==> config.mk <==
export PLATFORM = sky130hd
export DESIGN_NAME = mscr_regs
export DESIGN_NICKNAME = d
export VERILOG_FILES = /design/src/core/mscr_regs.v
export VERILOG_INCLUDE_DIRS = /design/src /design/src/core
export SDC_FILE = /design/constraint.sdc
export NUM_CORES = 1
export LEC_CHECK = 0
export BUFFER_PORTS_ARGS = -buffer_cell sky130_fd_sc_hd__buf_2
export CAP_MARGIN = 20
export CORE_MARGIN = 2
export CORE_UTILIZATION = 49
export DETAILED_ROUTE_END_ITERATION = 10
export PLACE_DENSITY = 0.79
export SYNTH_ARGS = -nofsm -noshare
export SYNTH_HDL_FRONTEND = slang
export SYNTH_SLANG_ARGS = --single-unit
==> constraint.sdc <==
create_clock -name pclk -period 2.35 [get_ports pclk]
set_input_delay 0.3525 -clock pclk [delete_from_list [all_inputs] [get_ports pclk]]
set_output_delay 0.3525 -clock pclk [all_outputs]
set_load 0.05 [all_outputs]
==> src/core/mscr_consts.vh <==
// constants for the motor start-up configuration register block
`ifndef MSCR_CONSTS_VH
`define MSCR_CONSTS_VH
`define MSCR_ADDR_CFG1        12'h084
`define MSCR_ADDR_OLCAP       12'h088
`define MSCR_ADDR_GENCAP      12'h08c
`define MSCR_ADDR_STATUS      12'h090
`define MSCR_CFG1_RESET       32'h00000000
`define MSCR_PARITY_BIT       31
`define MSCR_METHOD_HI        30
`define MSCR_METHOD_LO        29
`define MSCR_RAMP_HI          28
`define MSCR_RAMP_LO          25
`define MSCR_ALIGN_HI         24
`define MSCR_ALIGN_LO         21
`define MSCR_SCAP_HI          20
`define MSCR_SCAP_LO          17
`define MSCR_PRATE_HI         16
`define MSCR_PRATE_LO         14
`define MSCR_PTHR_HI          13
`define MSCR_PTHR_LO          9
`define MSCR_PREL_BIT         8
`define MSCR_PADV_HI          7
`define MSCR_PADV_LO          6
`define MSCR_PCNT_HI          5
`define MSCR_PCNT_LO          4
`define MSCR_OLSRC_BIT        3
`define MSCR_IQRAMP_BIT       2
`define MSCR_BRAKE_BIT        1
`define MSCR_REVSEL_BIT       0
`define MSCR_METHOD_ALIGN     2'h0
`define MSCR_METHOD_DALIGN    2'h1
`define MSCR_METHOD_IPD       2'h2
`define MSCR_METHOD_SLOW      2'h3
`define MSCR_RAMP_NOLIMIT     4'hf
`define MSCR_PTHR_MAXCODE     5'h11
`endif

==> src/core/mscr_regs.v <==
// apb register bank for the motor start-up configuration
//
// What this block does
// - bits 30-29 pick the start-up method: align, double align, position detect or slow first cycle.
// - bits 28-25 code the start-up and open-loop current ramp rate, code f meaning no limit.
// - bits 24-21 code the align hold time from 10 ms to 10 s.
// - bits 20-17 code the align or slow first cycle current cap from 0.125 a to 8 a.
// - bits 16-14 code the position detect pulse rate from 50 hz to 10000 hz.
// - bits 13-9 code the position detect threshold, codes 12h to 1fh being not applicable.
// - bit 8 selects braking when clear and tristate when set after each detect pulse.
// - bits 7-6 code the advance angle of 0, 30, 60 or 90 degrees.
// - bits 5-4 code one detect run or an average of two, three or four runs.
// - bit 3 takes the open-loop cap from its own field when clear and from the general cap when set.
// - bit 2 enables the torque current ramp-down before closing the loop.
// - bit 1 enables active braking.
// - bit 0 selects forward or reverse drive open-loop settings during reverse drive.
// - the register lives at 84h and reads zero after reset.
//
// Decided for this implementation: the APB interface to the registers and the address map.
`timescale 1ns/1ps
`include "mscr_consts.vh"

module mscr_regs (
  // apb clock and reset
  input  wire        pclk,
  input  wire        presetn,
  // apb slave
  input  wire        psel,
  input  wire        penable,
  input  wire        pwrite,
  input  wire [11:0] paddr,
  input  wire [31:0] pwdata,
  output wire        pready,
  output wire        pslverr,
  output reg  [31:0] prdata,
  // motor control settings
  output wire [1:0]  startup_method,
  output wire        method_align,
  output wire        method_double_align,
  output wire        method_initial_position_detect,
  output wire        method_slow_first_cycle,
  output wire [3:0]  startup_ramp_rate,
  output wire        startup_ramp_unlimited,
  output wire [3:0]  align_hold_time,
  output wire [3:0]  startup_current_cap,
  output wire [2:0]  position_pulse_rate,
  output wire [4:0]  position_pulse_threshold,
  output wire        position_threshold_invalid,
  output wire        position_pulse_release,
  output wire [1:0]  position_advance_angle,
  output wire [2:0]  position_detect_runs,
  output wire        openloop_limit_source,
  output wire [3:0]  openloop_current_limit,
  output wire        torque_current_rampdown_on,
  output wire        active_brake_on,
  output wire        reverse_profile_select,
  output wire        config_parity
);

  // bus timing in short:
  // writes finish in the first access cycle, pready high at once
  // reads spend one wait state in which the selected word is loaded
  // into prdata, and complete in the next cycle with pready high
  // this keeps prdata a flip-flop while the master takes read data
  // at the very edge where it samples pready high
  // unmapped addresses complete normally but raise pslverr
  // nothing here depends on the setup cycle beyond address decode

  // read handshake states, one-hot
  localparam [1:0] RD_IDLE    = 2'b01;  // no read word loaded yet
  localparam [1:0] RD_DONE    = 2'b10;  // read word stands on prdata

  // address selects, one-hot in the order cfg1, olcap, gencap, status
  localparam [3:0] SEL_CFG1   = 4'b0001;
  localparam [3:0] SEL_OLCAP  = 4'b0010;
  localparam [3:0] SEL_GENCAP = 4'b0100;
  localparam [3:0] SEL_STATUS = 4'b1000;

  // configuration storage and next values
  reg  [31:0] cfg1_reg;
  reg  [31:0] cfg1_next;
  reg  [3:0]  olcap_reg;
  reg  [3:0]  olcap_next;
  reg  [3:0]  gencap_reg;
  reg  [3:0]  gencap_next;

  // read path
  reg  [1:0]  rd_state_reg;
  reg  [1:0]  rd_state_next;
  reg  [31:0] rd_word;
  wire [31:0] status_word;
  wire        rd_load;

  // bus qualifiers
  wire        access;
  wire        wr_en;
  wire        rd_access;
  wire        hit_cfg1;
  wire        hit_olcap;
  wire        hit_gencap;
  wire        hit_status;
  wire        hit_any;
  wire [3:0]  hit_vec;
  wire        wr_cfg1;
  wire        wr_olcap;
  wire        wr_gencap;

  // access phase of any transfer
  assign access     = psel & penable;

  // address decode over the full 12-bit byte address
  // only exact word addresses hit, so aliases answer as unmapped
  assign hit_cfg1   = (paddr == `MSCR_ADDR_CFG1);
  assign hit_olcap  = (paddr == `MSCR_ADDR_OLCAP);
  assign hit_gencap = (paddr == `MSCR_ADDR_GENCAP);
  assign hit_status = (paddr == `MSCR_ADDR_STATUS);
  assign hit_any    = hit_cfg1 | hit_olcap | hit_gencap | hit_status;
  assign hit_vec    = {hit_status, hit_gencap, hit_olcap, hit_cfg1};

  // write strobes, no wait states on writes
  // the status word has no strobe, so writes to it are dropped quietly
  assign wr_en      = access & pwrite & hit_any;
  assign wr_cfg1    = wr_en & hit_cfg1;
  assign wr_olcap   = wr_en & hit_olcap;
  assign wr_gencap  = wr_en & hit_gencap;

  // read qualifiers, load happens in the wait state only
  assign rd_access  = access & ~pwrite;
  assign rd_load    = rd_access & (rd_state_reg == RD_IDLE);

  // ready low only in the first access cycle of a read
  assign pready     = ~rd_access | (rd_state_reg == RD_DONE);

  // error shown on the completing cycle of an unmapped access
  assign pslverr    = access & pready & ~hit_any;

  // config word next value, parity carried as written
  // the parity bit is stored and never checked here
  always @* begin
    cfg1_next = cfg1_reg;
    if (wr_cfg1) begin
      cfg1_next = pwdata;
    end
  end

  // open-loop cap next value, low nibble only
  always @* begin
    olcap_next = olcap_reg;
    if (wr_olcap) begin
      olcap_next = pwdata[3:0];
    end
  end

  // general cap next value, low nibble only
  always @* begin
    gencap_next = gencap_reg;
    if (wr_gencap) begin
      gencap_next = pwdata[3:0];
    end
  end

  // register storage, all zero after reset
  // settings derived below follow the stored word with no extra delay
  always @(posedge pclk or negedge presetn) begin
    if (!presetn) begin
      cfg1_reg   <= `MSCR_CFG1_RESET;
      olcap_reg  <= 4'h0;
      gencap_reg <= 4'h0;
    end else begin
      cfg1_reg   <= cfg1_next;
      olcap_reg  <= olcap_next;
      gencap_reg <= gencap_next;
    end
  end

  // read-only status word
  // [1:0] method, [5:2] effective open-loop cap, [6] no ramp limit,
  // [7] threshold code out of range
  assign status_word = {24'h000000, position_threshold_invalid, startup_ramp_unlimited,
                        openloop_current_limit, startup_method};

  // read word select
  always @* begin
    rd_word = 32'h00000000;
    case (hit_vec)
      SEL_CFG1: begin
        rd_word = cfg1_reg;
      end
      SEL_OLCAP: begin
        rd_word = {28'h0000000, olcap_reg};
      end
      SEL_GENCAP: begin
        rd_word = {28'h0000000, gencap_reg};
      end
      SEL_STATUS: begin
        rd_word = status_word;
      end
      default: begin
        rd_word = 32'h00000000;                      // unmapped reads give zero
      end
    endcase
  end

  // read handshake next state
  // one wait state per read, back to idle once the read completes
  always @* begin
    rd_state_next = rd_state_reg;
    case (rd_state_reg)
      RD_IDLE: begin
        if (rd_access) begin
          rd_state_next = RD_DONE;
        end
      end
      RD_DONE: begin
        rd_state_next = RD_IDLE;                     // read completes here
      end
      default: begin
        rd_state_next = RD_IDLE;
      end
    endcase
  end

  // read handshake state
  always @(posedge pclk or negedge presetn) begin
    if (!presetn) begin
      rd_state_reg <= RD_IDLE;
    end else begin
      rd_state_reg <= rd_state_next;
    end
  end

  // read data register, loaded at the end of the wait state
  // holds its value until the next read is loaded
  always @(posedge pclk or negedge presetn) begin
    if (!presetn) begin
      prdata <= 32'h00000000;
    end else if (rd_load) begin
      prdata <= rd_word;
    end
  end

  // start-up method code and its one-hot decode
  // exactly one method line is high at any time
  assign startup_method                 = cfg1_reg[`MSCR_METHOD_HI:`MSCR_METHOD_LO];
  assign method_align                   = (startup_method == `MSCR_METHOD_ALIGN);
  assign method_double_align            = (startup_method == `MSCR_METHOD_DALIGN);
  assign method_initial_position_detect = (startup_method == `MSCR_METHOD_IPD);
  assign method_slow_first_cycle        = (startup_method == `MSCR_METHOD_SLOW);

  // current ramp rate code for align, slow cycle and open loop
  // the top code lifts the limit, flagged for the ramp generator
  assign startup_ramp_rate              = cfg1_reg[`MSCR_RAMP_HI:`MSCR_RAMP_LO];
  assign startup_ramp_unlimited         = (startup_ramp_rate == `MSCR_RAMP_NOLIMIT);

  // align hold time code, scaled by the sequencer
  assign align_hold_time                = cfg1_reg[`MSCR_ALIGN_HI:`MSCR_ALIGN_LO];

  // align or slow first cycle current cap code
  assign startup_current_cap            = cfg1_reg[`MSCR_SCAP_HI:`MSCR_SCAP_LO];

  // position detect pulse rate code
  assign position_pulse_rate            = cfg1_reg[`MSCR_PRATE_HI:`MSCR_PRATE_LO];

  // position detect threshold code
  // codes above the top valid code are kept as written but flagged,
  // so the detector can refuse to run on a meaningless threshold
  assign position_pulse_threshold       = cfg1_reg[`MSCR_PTHR_HI:`MSCR_PTHR_LO];
  assign position_threshold_invalid     = (position_pulse_threshold > `MSCR_PTHR_MAXCODE);

  // release after each pulse: low brakes, high tristates
  assign position_pulse_release         = cfg1_reg[`MSCR_PREL_BIT];

  // advance angle code added to the detected position
  assign position_advance_angle         = cfg1_reg[`MSCR_PADV_HI:`MSCR_PADV_LO];

  // number of detect runs to average, one to four
  // widened by a bit so the top count does not wrap
  assign position_detect_runs           = {1'b0, cfg1_reg[`MSCR_PCNT_HI:`MSCR_PCNT_LO]} + 3'h1;

  // open-loop cap source and the cap actually in force
  // low takes the dedicated cap, high the general cap
  assign openloop_limit_source          = cfg1_reg[`MSCR_OLSRC_BIT];
  assign openloop_current_limit         = openloop_limit_source ? gencap_reg : olcap_reg;

  // torque current ramp-down before closing the loop
  assign torque_current_rampdown_on     = cfg1_reg[`MSCR_IQRAMP_BIT];

  // active braking enable
  assign active_brake_on                = cfg1_reg[`MSCR_BRAKE_BIT];

  // reverse drive profile: low forward settings, high reverse settings
  assign reverse_profile_select         = cfg1_reg[`MSCR_REVSEL_BIT];

  // stored parity bit, passed on unchecked
  assign config_parity                  = cfg1_reg[`MSCR_PARITY_BIT];

endmodule // mscr_regs

; Yosys cells after proc, flatten, opt, wreduce, memory -nomap -nowiden
; Index checks and enable logic that the tools add are counted.
[totals]
output_inout_bits = 77
regBits = 74
word_cells = 44
[classes]
mux = 4
eq_ne = 15
magnitude_cmp = 1
add_sub_neg = 1
n_reduce_logical = 1
bitwise = 17
[ops]
columns = op, count
row1 = one-hot mux 32 bit (4 select lines), 1
row2 = "equality test 12 x 8 -> 1 bit, second input constant", 4
row3 = bitwise AND 1 bit, 10
row4 = "equality test 4 bit, second input constant", 2
row5 = "equality test 2 bit, second input constant", 3
row6 = "greater-than comparator 5 bit, second input constant", 1
row7 = "equality test 2 x 1 -> 1 bit, second input constant", 2
row8 = "equality test 4 x 1 -> 1 bit, second input constant", 1
row9 = "equality test 4 x 2 -> 1 bit, second input constant", 1
row10 = "equality test 4 x 3 -> 1 bit, second input constant", 1
row11 = two-way mux 2 bit, 2
row12 = two-way mux 4 bit, 1
row13 = OR 1 bit, 4
row14 = "adder 2 x 1 -> 3 bit, second input constant", 1
row15 = inverter 1 bit, 3
row16 = logical NOT 2 bit, 1
row17 = "!= test 2 bit, second input constant", 1

; Longest topological paths before layout
; Gate-level depths: netlist (run 1).
[depth]
depth_word = 6
ltp_mapped = 6
depth_no_buf = 5

; Worst setup path after synthesis (run 1)
; Ideal clock, no wire load.
[synth_timing]
path_type = input port to output port
from = in psel
to = out pslverr
slack_ns = 0.225
path_buffers = 0
cell_stages = 4
t_arrival_ns = 1.772
required_ns = 1.997
path_cell_list = nand2_1 -> a211o_1 -> nand3_1 -> a31oi_1
[synth_via]
elab_chain_cells = 6
[synth_lines]
columns = item, line_no
row1 = start: declaration, mscr_regs.v:28  ; input wire psel,
row2 = bitwise AND 1 bit, mscr_regs.v:109  ; assign access = psel & penable;
row3 = bitwise AND 1 bit, mscr_regs.v:128  ; assign rd_access = access & ~pwrite;
row4 = inverter 1 bit, mscr_regs.v:132  ; assign pready = ~rd_access | (rd_state_reg == RD_DONE);
row5 = OR 1 bit, mscr_regs.v:132
row6 = net pready, mscr_regs.v:33  ; output wire pready,
row7 = bitwise AND 1 bit (2 in a row), mscr_regs.v:135  ; assign pslverr = access & pready & ~hit_any;
row8 = end: declaration, mscr_regs.v:34  ; output wire pslverr,
; The timed path passes the listed nets, and every way through them passes these cells.

; Final worst setup path (run 1)
[layout_timing]
from = in paddr[6]
to = out pslverr
[layout_via]
elab_chain_cells = 6
[layout_lines]
columns = item, line_no
row1 = start: declaration, mscr_regs.v:31  ; input wire [11:0] paddr,
row2 = equality test 12 x 8 -> 1 bit (no line), n/a
row3 = OR 1 bit (2 in a row), mscr_regs.v:117  ; assign hit_any = hit_cfg1 | hit_olcap | hit_gencap | hit_status;
row4 = OR 1 bit *, mscr_regs.v:117
row5 = inverter 1 bit *, mscr_regs.v:135
row6 = bitwise AND 1 bit *, mscr_regs.v:135
; Every way passes the cells marked *; elsewhere a longest branch is shown, timed or not.

==> flow_summary.ini, run 1 <==
[worst_setup_path]
cpMostUsedCell = buf_2
arrival_ns = 1.61
path_max_fanout = 4
cp_top_family = simple AND/OR/NAND/NOR gates
worstSetupStartpointType = input pin
required_ns = 2.00
cpMaxStageDelayCell = or4b_4
cp.buffers_inverters = 2
max_stage_delay_ns = 0.59
end_kind = output port
path_class = in2out
path_cells = buf_2 > or4b_4 > nor2_1 > a31oi_1 > buf_2

[clocking]
hold_buffers = 0
post_cts_resized = 0
clk_path_buf_depth = 2
htreeDepth = 3
clkSinkCount = 74
cts-root-buf = clkbuf_8
clk_pin_slew_ns = 0.07
cts_made_buffers = 9
cts_tree = done
insertion_delay_ns = 0.34
post_cts_buffers = 0

[floorplan]
die_y_um = 87.63
core_area_sq_um = 6794
start_util = 0.5044
io_pins = 126
fp.dieW_um = 87.63
fp-row-count = 30
dieArea_sq_um = 7679

[synth]
postSynthAreaPerCell_sq_um = 11.78
yosys_most_used_dff = dfrtp_1
synthArstFlopShare = 1.000
synth_top_area_share = 0.5330
ys_types = 34
synth_cells = 291
yosysWarnings = 0
ys_top_cells_by_count = dfrtp_1 (73), nand2_1 (58), mux2_2 (45)
syn-num-nets = 341
yosysTopAreaCell = dfrtp_1
synthTopCellsByArea = dfrtp_1 (53%), mux2_2 (15%), nand2_1 (6.4%)
yosysMostFrequentCell = dfrtp_1
synth_area_sq_um = 3427
synth_edf_count = 0
ys_seq_area_frac = 0.5407
synth_seq_cells = 74

[detailed_routing]
wl_per_cell_um = 15.03
via_per_inst = 5.133
drc = 0
drt_iter0_markers = 84
met3_length_um = 296
top_layer_used = met4
firstDrtPassIters = 4
finalWirelength_mm = 7.487
vias = 2556
drtAntennaViolNets = 0
wl_met2_mm = 3.734
drt-met1-wl_mm = 3.331

[grt]
grt_pass1_vias = 2423
grtUsageTotal = 0.2008
grt_max_degree = 75
grt_antenna_before_repair = 0
grt.overflow.total = 0
grt_pass1_wl_mm = 11.88

[timing]
hold_viol = 0
worst_pin_slew_ns = 0.9055
setup_viol = 0
timing.fmax_mhz = 509.0
rsz0062_at_grt = false
min_period_ns = 1.965
setup-tns-final_ns = 0
relSlewSlack = 0.3964
final_max_slew_viol_count = 0
fin_crit_sh = 0.8360
hold-worst-slack_ns = 0.1394
clock_skew_ns = 0.009379

[cells_and_area]
area_delta_synth_final_pct = 23.11
fin_nets = 448
fin_util = 0.6210
drive_gt1_frac = 0.5100
diodes = 0
final_area_sq_um = 4219

[pwr]
ir_drop_mv = 0.3703
p_per_area_nw_per_um2 = 605.2
power_uw = 2553
p_leak_uw = 0.002423

[flow_run]
cap_violations = 0

[status]
status = finished, final reports clean

[placed_design]
port_buffers = 125
routabilityCongestion = 0.8156
dp_hpwl_mm = 5.383
place_area_sq_um = 3988

[min_path]
hold_path_class = in2async
[final timing paths]
path,startpoint,depth (start not counted),to,slack [ns]
worst max register to register,rd_state_reg[0]$_DFFE_PN1P_,4,prdata[6]$_DFFE_PN0P_,0.63
worst max-delay path,paddr[6],5,pslverr,0.39
max in group asynchronous,presetn,1,prdata[10]$_DFFE_PN0P_,1.62
min in group pclk,pwdata[31],2,cfg1_reg[31]$_DFFE_PN0P_,0.24
worst min register to register,prdata[22]$_DFFE_PN0P_,2,prdata[22]$_DFFE_PN0P_,0.46
worst min-delay path,presetn,1,cfg1_reg[0]$_DFFE_PN0P_,0.14
[logic make-up after synthesis]
| family | synth area share |
|---|---|
| adder cells (fa/ha/maj) | 0.003650 |
| AO/OA/AOI/OAI | 0.04856 |
| AND/OR/NAND/NOR | 0.1665 |
| buffers and inverters | 0.07959 |
| flip-flops | 0.5407 |
| multiplexers | 0.1610 |
[metrics by stage]
step | cells | setup WS [ns]
after floorplan | 291 | 0.2252
after detailed placement | 483 | 0.2261
final | 498 | 0.3854
after global routing | 498 | 0.3102
after CTS | 498 | 0.3725
after global placement | 483 | 0.2666
[cell type report]
| cell class | count | area (sq um) |
|---|---|---|
| timing repair buffer | 132 | 693.2 |
| tap | 96 | 120.1 |
| clock buffer | 10 | 127.6 |
| clock inverter | 5 | 103.9 |
| multi-input combinational | 178 | 1310 |
| sequential | 74 | 1853 |
| fill | 553 | 2575 |
| inverter | 3 | 11.26 |
[where the power goes]
| group | leakage [uW] | total [uW] | internal [uW] | switching (uW) |
|---|---|---|---|---|
| Combinational | 0.00128 | 124 | 43.9 | 80.4 |
| Sequential | 0.00103 | 1280 | 1280 | 1.74 |
| Clock | 0.000116 | 1150 | 700 | 452 |
[layer usage]
metal  global-route usage  vias up
met5                    0        -
met4              0.07832        0
met3              0.04053       11
met2               0.3196       72
met1               0.2721     1272
li1                     -     1201
[cell usage in the layout, fill, tap and decap left out, types with 2 or more instances in the layout]
master / n
dfrtp_1: 73
a22o_1: 4
nor2b_1: 3
nor2_1: 2
nand4_1: 2
a22oi_1: 8
mux2_4: 3
buf_2: 124
nand2_1: 58
clkbuf_8: 9
or3b_2: 2
nor4_4: 4
o21ai_0: 8
inv_1: 3
nand3_1: 25
bufinv_16: 3
buf_4: 7
mux2_2: 45
Note: power is estimated with default switching activity, not from simulation.
==> run 2, diff against run 1 <==
clock period = 1.9 ns   (was 2.35 ns; I/O delays follow)
==> run 2 against run 1 <==
Compared with the run above: wire length grew 0.64%; global-route usage down 0.42 points; total power increased by 15%; count of clock-buffer cells in the layout unchanged; clock power increased by 3%; first-iteration DRC count decreased by 13%; die area unchanged; sequential share of layout area fell by 0.78 points; sequential power up 23%; clock skew up 0.0034 ns; combinational power rose by 38%.
==> flow_summary.ini, run 2 (synthesis gave the netlist of run 1 again) <==
[min_path]
worst_hold_startpoint = pwdata[25]
hold_path_class = in2reg

[pwr]
ir_drop_mv = 0.5660
p_leak_uw = 0.002463
p_per_area_nw_per_um2 = 684.9
power_uw = 2942

[clocking]
cts-root-buf = clkbuf_8
cts_tree = done
clkSinkCount = 74
htreeDepth = 3
clk_path_buf_depth = 2
cts_made_buffers = 9
insertion_delay_ns = 0.33
clk_pin_slew_ns = 0.08

[detailed_routing]
drtAntennaViolNets = 0
via_per_inst = 5.049
finalWirelength_mm = 7.535
wl_per_cell_um = 14.75
drc = 0
firstDrtPassIters = 4
drt_iter0_markers = 73
vias = 2580

[timing]
fin_crit_sh = 0.9589
min_period_ns = 1.822
setup-tns-final_ns = 0
timing.fmax_mhz = 548.9
clock_skew_ns = 0.01282
rsz0062_at_grt = false
relSlewSlack = 0.6698
hold_viol = 0
final_max_slew_viol_count = 0
setup_viol = 0
worst_pin_slew_ns = 0.4953

[grt]
grt.overflow.total = 0
grt_pass1_wl_mm = 11.85
grt_pass1_vias = 2483
grt_antenna_before_repair = 0
grtUsageTotal = 0.1966
grt_max_degree = 39

[worst_setup_path]
arrival_ns = 1.54
cp.buffers_inverters = 2
end_kind = output port
cpMaxStageDelayCell = dfstp_2
startpoint = rd_state_reg[0]$_DFFE_PN1P_
path_cells = inv_1 > a211o_1 > nand3_1 > a31oi_2 > buf_2
cp_top_family = flip-flops
max_stage_delay_ns = 0.52
path_max_fanout = 2
worstSetupStartpointType = flip-flop
path_class = reg2out
rr_startpoint = rd_state_reg[0]$_DFFE_PN1P_
required_ns = 1.62

[placed_design]
dp_hpwl_mm = 5.645
port_buffers = 125
post-place-cells = 494
routabilityCongestion = 0.7915
place_area_sq_um = 4089

[cells_and_area]
fin_nets = 460
final_cell_mix = buf_2 (124), dfrtp_1 (73), nand2_1 (58), mux2_2 (45), nand3_1 (25)
area_delta_synth_final_pct = 25.34
seqCellArea_sq_um = 1853
n_fill_cell = 559
mostFrequentLayoutCell = buf_2
instances_no_fill = 511
diodes = 0
drive_gt1_frac = 0.5277
multi_input_area_sq_um = 1319
final_area_sq_um = 4295

[floorplan]
dieArea_sq_um = 7679
die_y_um = 87.63
fp.dieW_um = 87.63
io_pins = 126
start_util = 0.5044
fp-row-count = 30
core_area_sq_um = 6794

[status]
status = finished, final reports clean

[flow_run]
cap_violations = 0
run 2: cell count changes in the layout (fill, tap and decap cells not counted), sizes merged:
cell         delta
clkinv          -1
dlygate4sd3     +1
clkinvlp        +3
inv             +1
bufinv          -2
buf            +11
run 2: area by class of cell:
cell class	instances	share of cell area
inverter	3	0.002622
clock buffer	10	0.02971
timing repair buffer	144	0.1858
multi-input combinational	178	0.3070
clock inverter	6	0.01544
sequential	74	0.4314
tap	96	0.02796
run 2: power breakdown:
group | internal [uW] | total (uW) | switching, uW
registers | 1580 | 1580 | 2.16
logic | 67.1 | 171 | 104
clock network | 609 | 1190 | 582
total | 2250 | 2940 | 688
run 2: final timing paths:
check | end | slack, ns | cells past startpoint
worst max-delay path | pslverr | 0.08 | 5
worst min register to register | prdata[29]$_DFFE_PN0P_ | 0.46 | 2
worst max register to register | prdata[7]$_DFFE_PN0P_ | 0.35 | 6
min in group asynchronous | gencap_reg[0]$_DFFE_PN0P_ | 0.46 | 2
max in group asynchronous | prdata[10]$_DFFE_PN0P_ | 0.91 | 3
worst min-delay path | cfg1_reg[25]$_DFFE_PN0P_ | 0.17 | 2
run 2: through the flow:
| step | hold slack (ns) | setup slack (ns) | utilization |
|---|---|---|---|
| 4_1_cts | 0.1603 | 0.02959 | 0.6319 |
| 3_3_place_gp | 0.2835 | -0.09693 | 0.6018 |
| 5_1_grt | 0.1590 | 0.009537 | 0.6322 |
| 6_report | 0.1749 | 0.07808 | 0.6322 |
| 2_1_floorplan | -0.01059 | 0.02964 | - |
| 3_5_place_dp | 0.2828 | -0.1303 | 0.6018 |
run 2: per-layer routing:
metal  GRT usage  share of wire  vias up
met1      0.2535           0.43     1279
met2      0.3306           0.52       71
li1            -              -     1226
met4     0.06713         0.0072        0
met5           0              0        -
met3     0.04147          0.042        4
run 2: repair_timing:
action / CTS / global route
setup endpoints to repair: 0 / 1
gates resized for setup: 0 / 1
endpoints found under the hold margin: 34 / 0
hold buffers: 1 / 0
buffers inserted: 0 / 0
run 2: worst reg2reg max path: cells and delay by family, from the launching register on:
family,cells,cell delay [ns]
AND/OR/NAND/NOR,2,0.46
flip-flops,1,0.52
buffers and inverters,3,0.36
AO/OA/AOI/OAI,1,0.08
==> run 3, diff against run 2 <==
CORE_UTILIZATION = 25   (was 49)
PLACE_DENSITY = default   (was 0.79)
==> run 3 against run 2 <==
Compared with the run above: non-clock buffer count up 5; maximum frequency down 0.99%; sequential power barely moved; combinational power grew 4%; die area grew 91%; flip-flop and latch count unchanged; clock power grew 39%; design area grew 6.2%; cell count grew 16%; highest routed layer unchanged.
==> flow_summary.ini, run 3 (synthesis gave the netlist of run 1 again) <==
[clocking]
cts_made_buffers = 9
clkSinkCount = 74
clk_path_buf_depth = 2
post_cts_buffers = 0
clk_pin_slew_ns = 0.06
insertion_delay_ns = 0.33
cts_tree = done
cts-root-buf = clkbuf_16
htreeDepth = 3

[worst_setup_path]
path_class = in2out
arrival_ns = 1.56
required_ns = 1.62
reg2reg_slack_ns = 0.30
end_kind = output port
path_max_fanout = 4
worstSetupStartpointType = input pin

[detailed_routing]
vias = 2641
drc = 0
via_per_inst = 4.439
firstDrtPassIters = 4
finalWirelength_mm = 9.011
wl_per_cell_um = 15.14
drt_iter0_markers = 93
drtAntennaViolNets = 0

[cells_and_area]
n_fill_cell = 1362
area_delta_synth_final_pct = 33.15
instances_no_fill = 595
final_cell_mix = buf_2 (124), dfrtp_1 (73), nand2_1 (58), mux2_2 (45), nand3_1 (25)
diodes = 0
fin_nets = 465
drive_gt1_frac = 0.5298
mostFrequentLayoutCell = buf_2
fin_util = 0.3432

[floorplan]
io_pins = 126
die_y_um = 121.1
core_area_sq_um = 13300
start_util = 0.2578
dieArea_sq_um = 14660
fp.dieW_um = 121.1
fp-row-count = 42

[flow_run]
cap_violations = 0

[grt]
grt_antenna_before_repair = 0
grt_pass1_wl_mm = 14.17
grt_pass1_vias = 2631
grtUsageTotal = 0.1278
grt.overflow.total = 0
grt_max_degree = 40

[pwr]
ir_drop_mv = 0.3202
p_leak_uw = 0.002555
power_uw = 3407
p_per_area_nw_per_um2 = 746.7

[timing]
clock_skew_ns = 0.002881
timing.fmax_mhz = 543.5
setup_viol = 0
final_max_slew_viol_count = 0
worst_pin_slew_ns = 0.5075
min_period_ns = 1.840
hold_viol = 0
worst_slack_ns = 0.05992
setup-tns-final_ns = 0
relSlewSlack = 0.6617
rsz0062_at_grt = false
fin_crit_sh = 0.9685

[placed_design]
pre_cts_ws_ns = -0.1958
routabilityCongestion = 0.7934
port_buffers = 125
post-place-cells = 579
dp_hpwl_mm = 6.798

[min_path]
hold_path_class = in2reg

[status]
status = finished, final reports clean
run 3: path summary, 6_finish.rpt:
kind	from	end	cells past startpoint
hold reg to reg	prdata[25]$_DFFE_PN0P_	prdata[25]$_DFFE_PN0P_	2
min in group asynchronous	presetn	cfg1_reg[29]$_DFFE_PN0P_	2
hold / removal	pwdata[28]	cfg1_reg[28]$_DFFE_PN0P_	2
setup / recovery	paddr[6]	pslverr	6
max in group asynchronous	presetn	cfg1_reg[4]$_DFFE_PN0P_	3
setup reg to reg	rd_state_reg[0]$_DFFE_PN1P_	prdata[2]$_DFFE_PN0P_	5
run 3: per-stage QoR:
| stage | area, sq um | hold slack, ns |
|---|---|---|
| after floorplan | 3433 | -0.01059 |
| after global placement | 4264 | 0.2925 |
| after detailed placement | 4264 | 0.2942 |
| after CTS | 4561 | 0.1553 |
| after global routing | 4563 | 0.1660 |
| final | 4563 | 0.1782 |
run 3: routing by layer:
layer	up-vias	wire length (um)	GRT usage
met1	1300	4108	0.1695
met3	17	517	0.03665
met4	0	199	0.05741
met5	-	0	0
met2	88	4185	0.1928
li1	1236	-	-
run 3: worst max-delay path: stages:
cell,delay (ns)
buf_2,0.09
or4b_4,0.59
nor2_2,0.16
buf_4,0.14
a31oi_2,0.07
buf_2,0.23
run 3: cell type report:
| class | instances | area, sq um | share of cell area |
|---|---|---|---|
| flip-flops and latches | 74 | 1853 | 0.4061 |
| clock inverters | 3 | 40.04 | 0.008774 |
| multi-input cells | 178 | 1319 | 0.2890 |
| repair buffers | 149 | 873.3 | 0.1914 |
| clock buffers | 12 | 246.5 | 0.05402 |
| inverters | 3 | 11.26 | 0.002468 |
| well taps | 176 | 220.2 | 0.04826 |
run 3: timing repair:
action,in CTS,in global routing
setup endpoints to repair,0,1
hold buffers,1,0
endpoints found under the hold margin,34,0
gates resized for setup,0,1
run 3: where the power goes:
part / switching (uW) / internal [uW] / leakage (uW)
logic: 110 / 67.3 / 0.00138
clock network: 608 / 1040 / 0.000142
registers: 2.21 / 1580 / 0.00103
total: 719 / 2690 / 0.00255
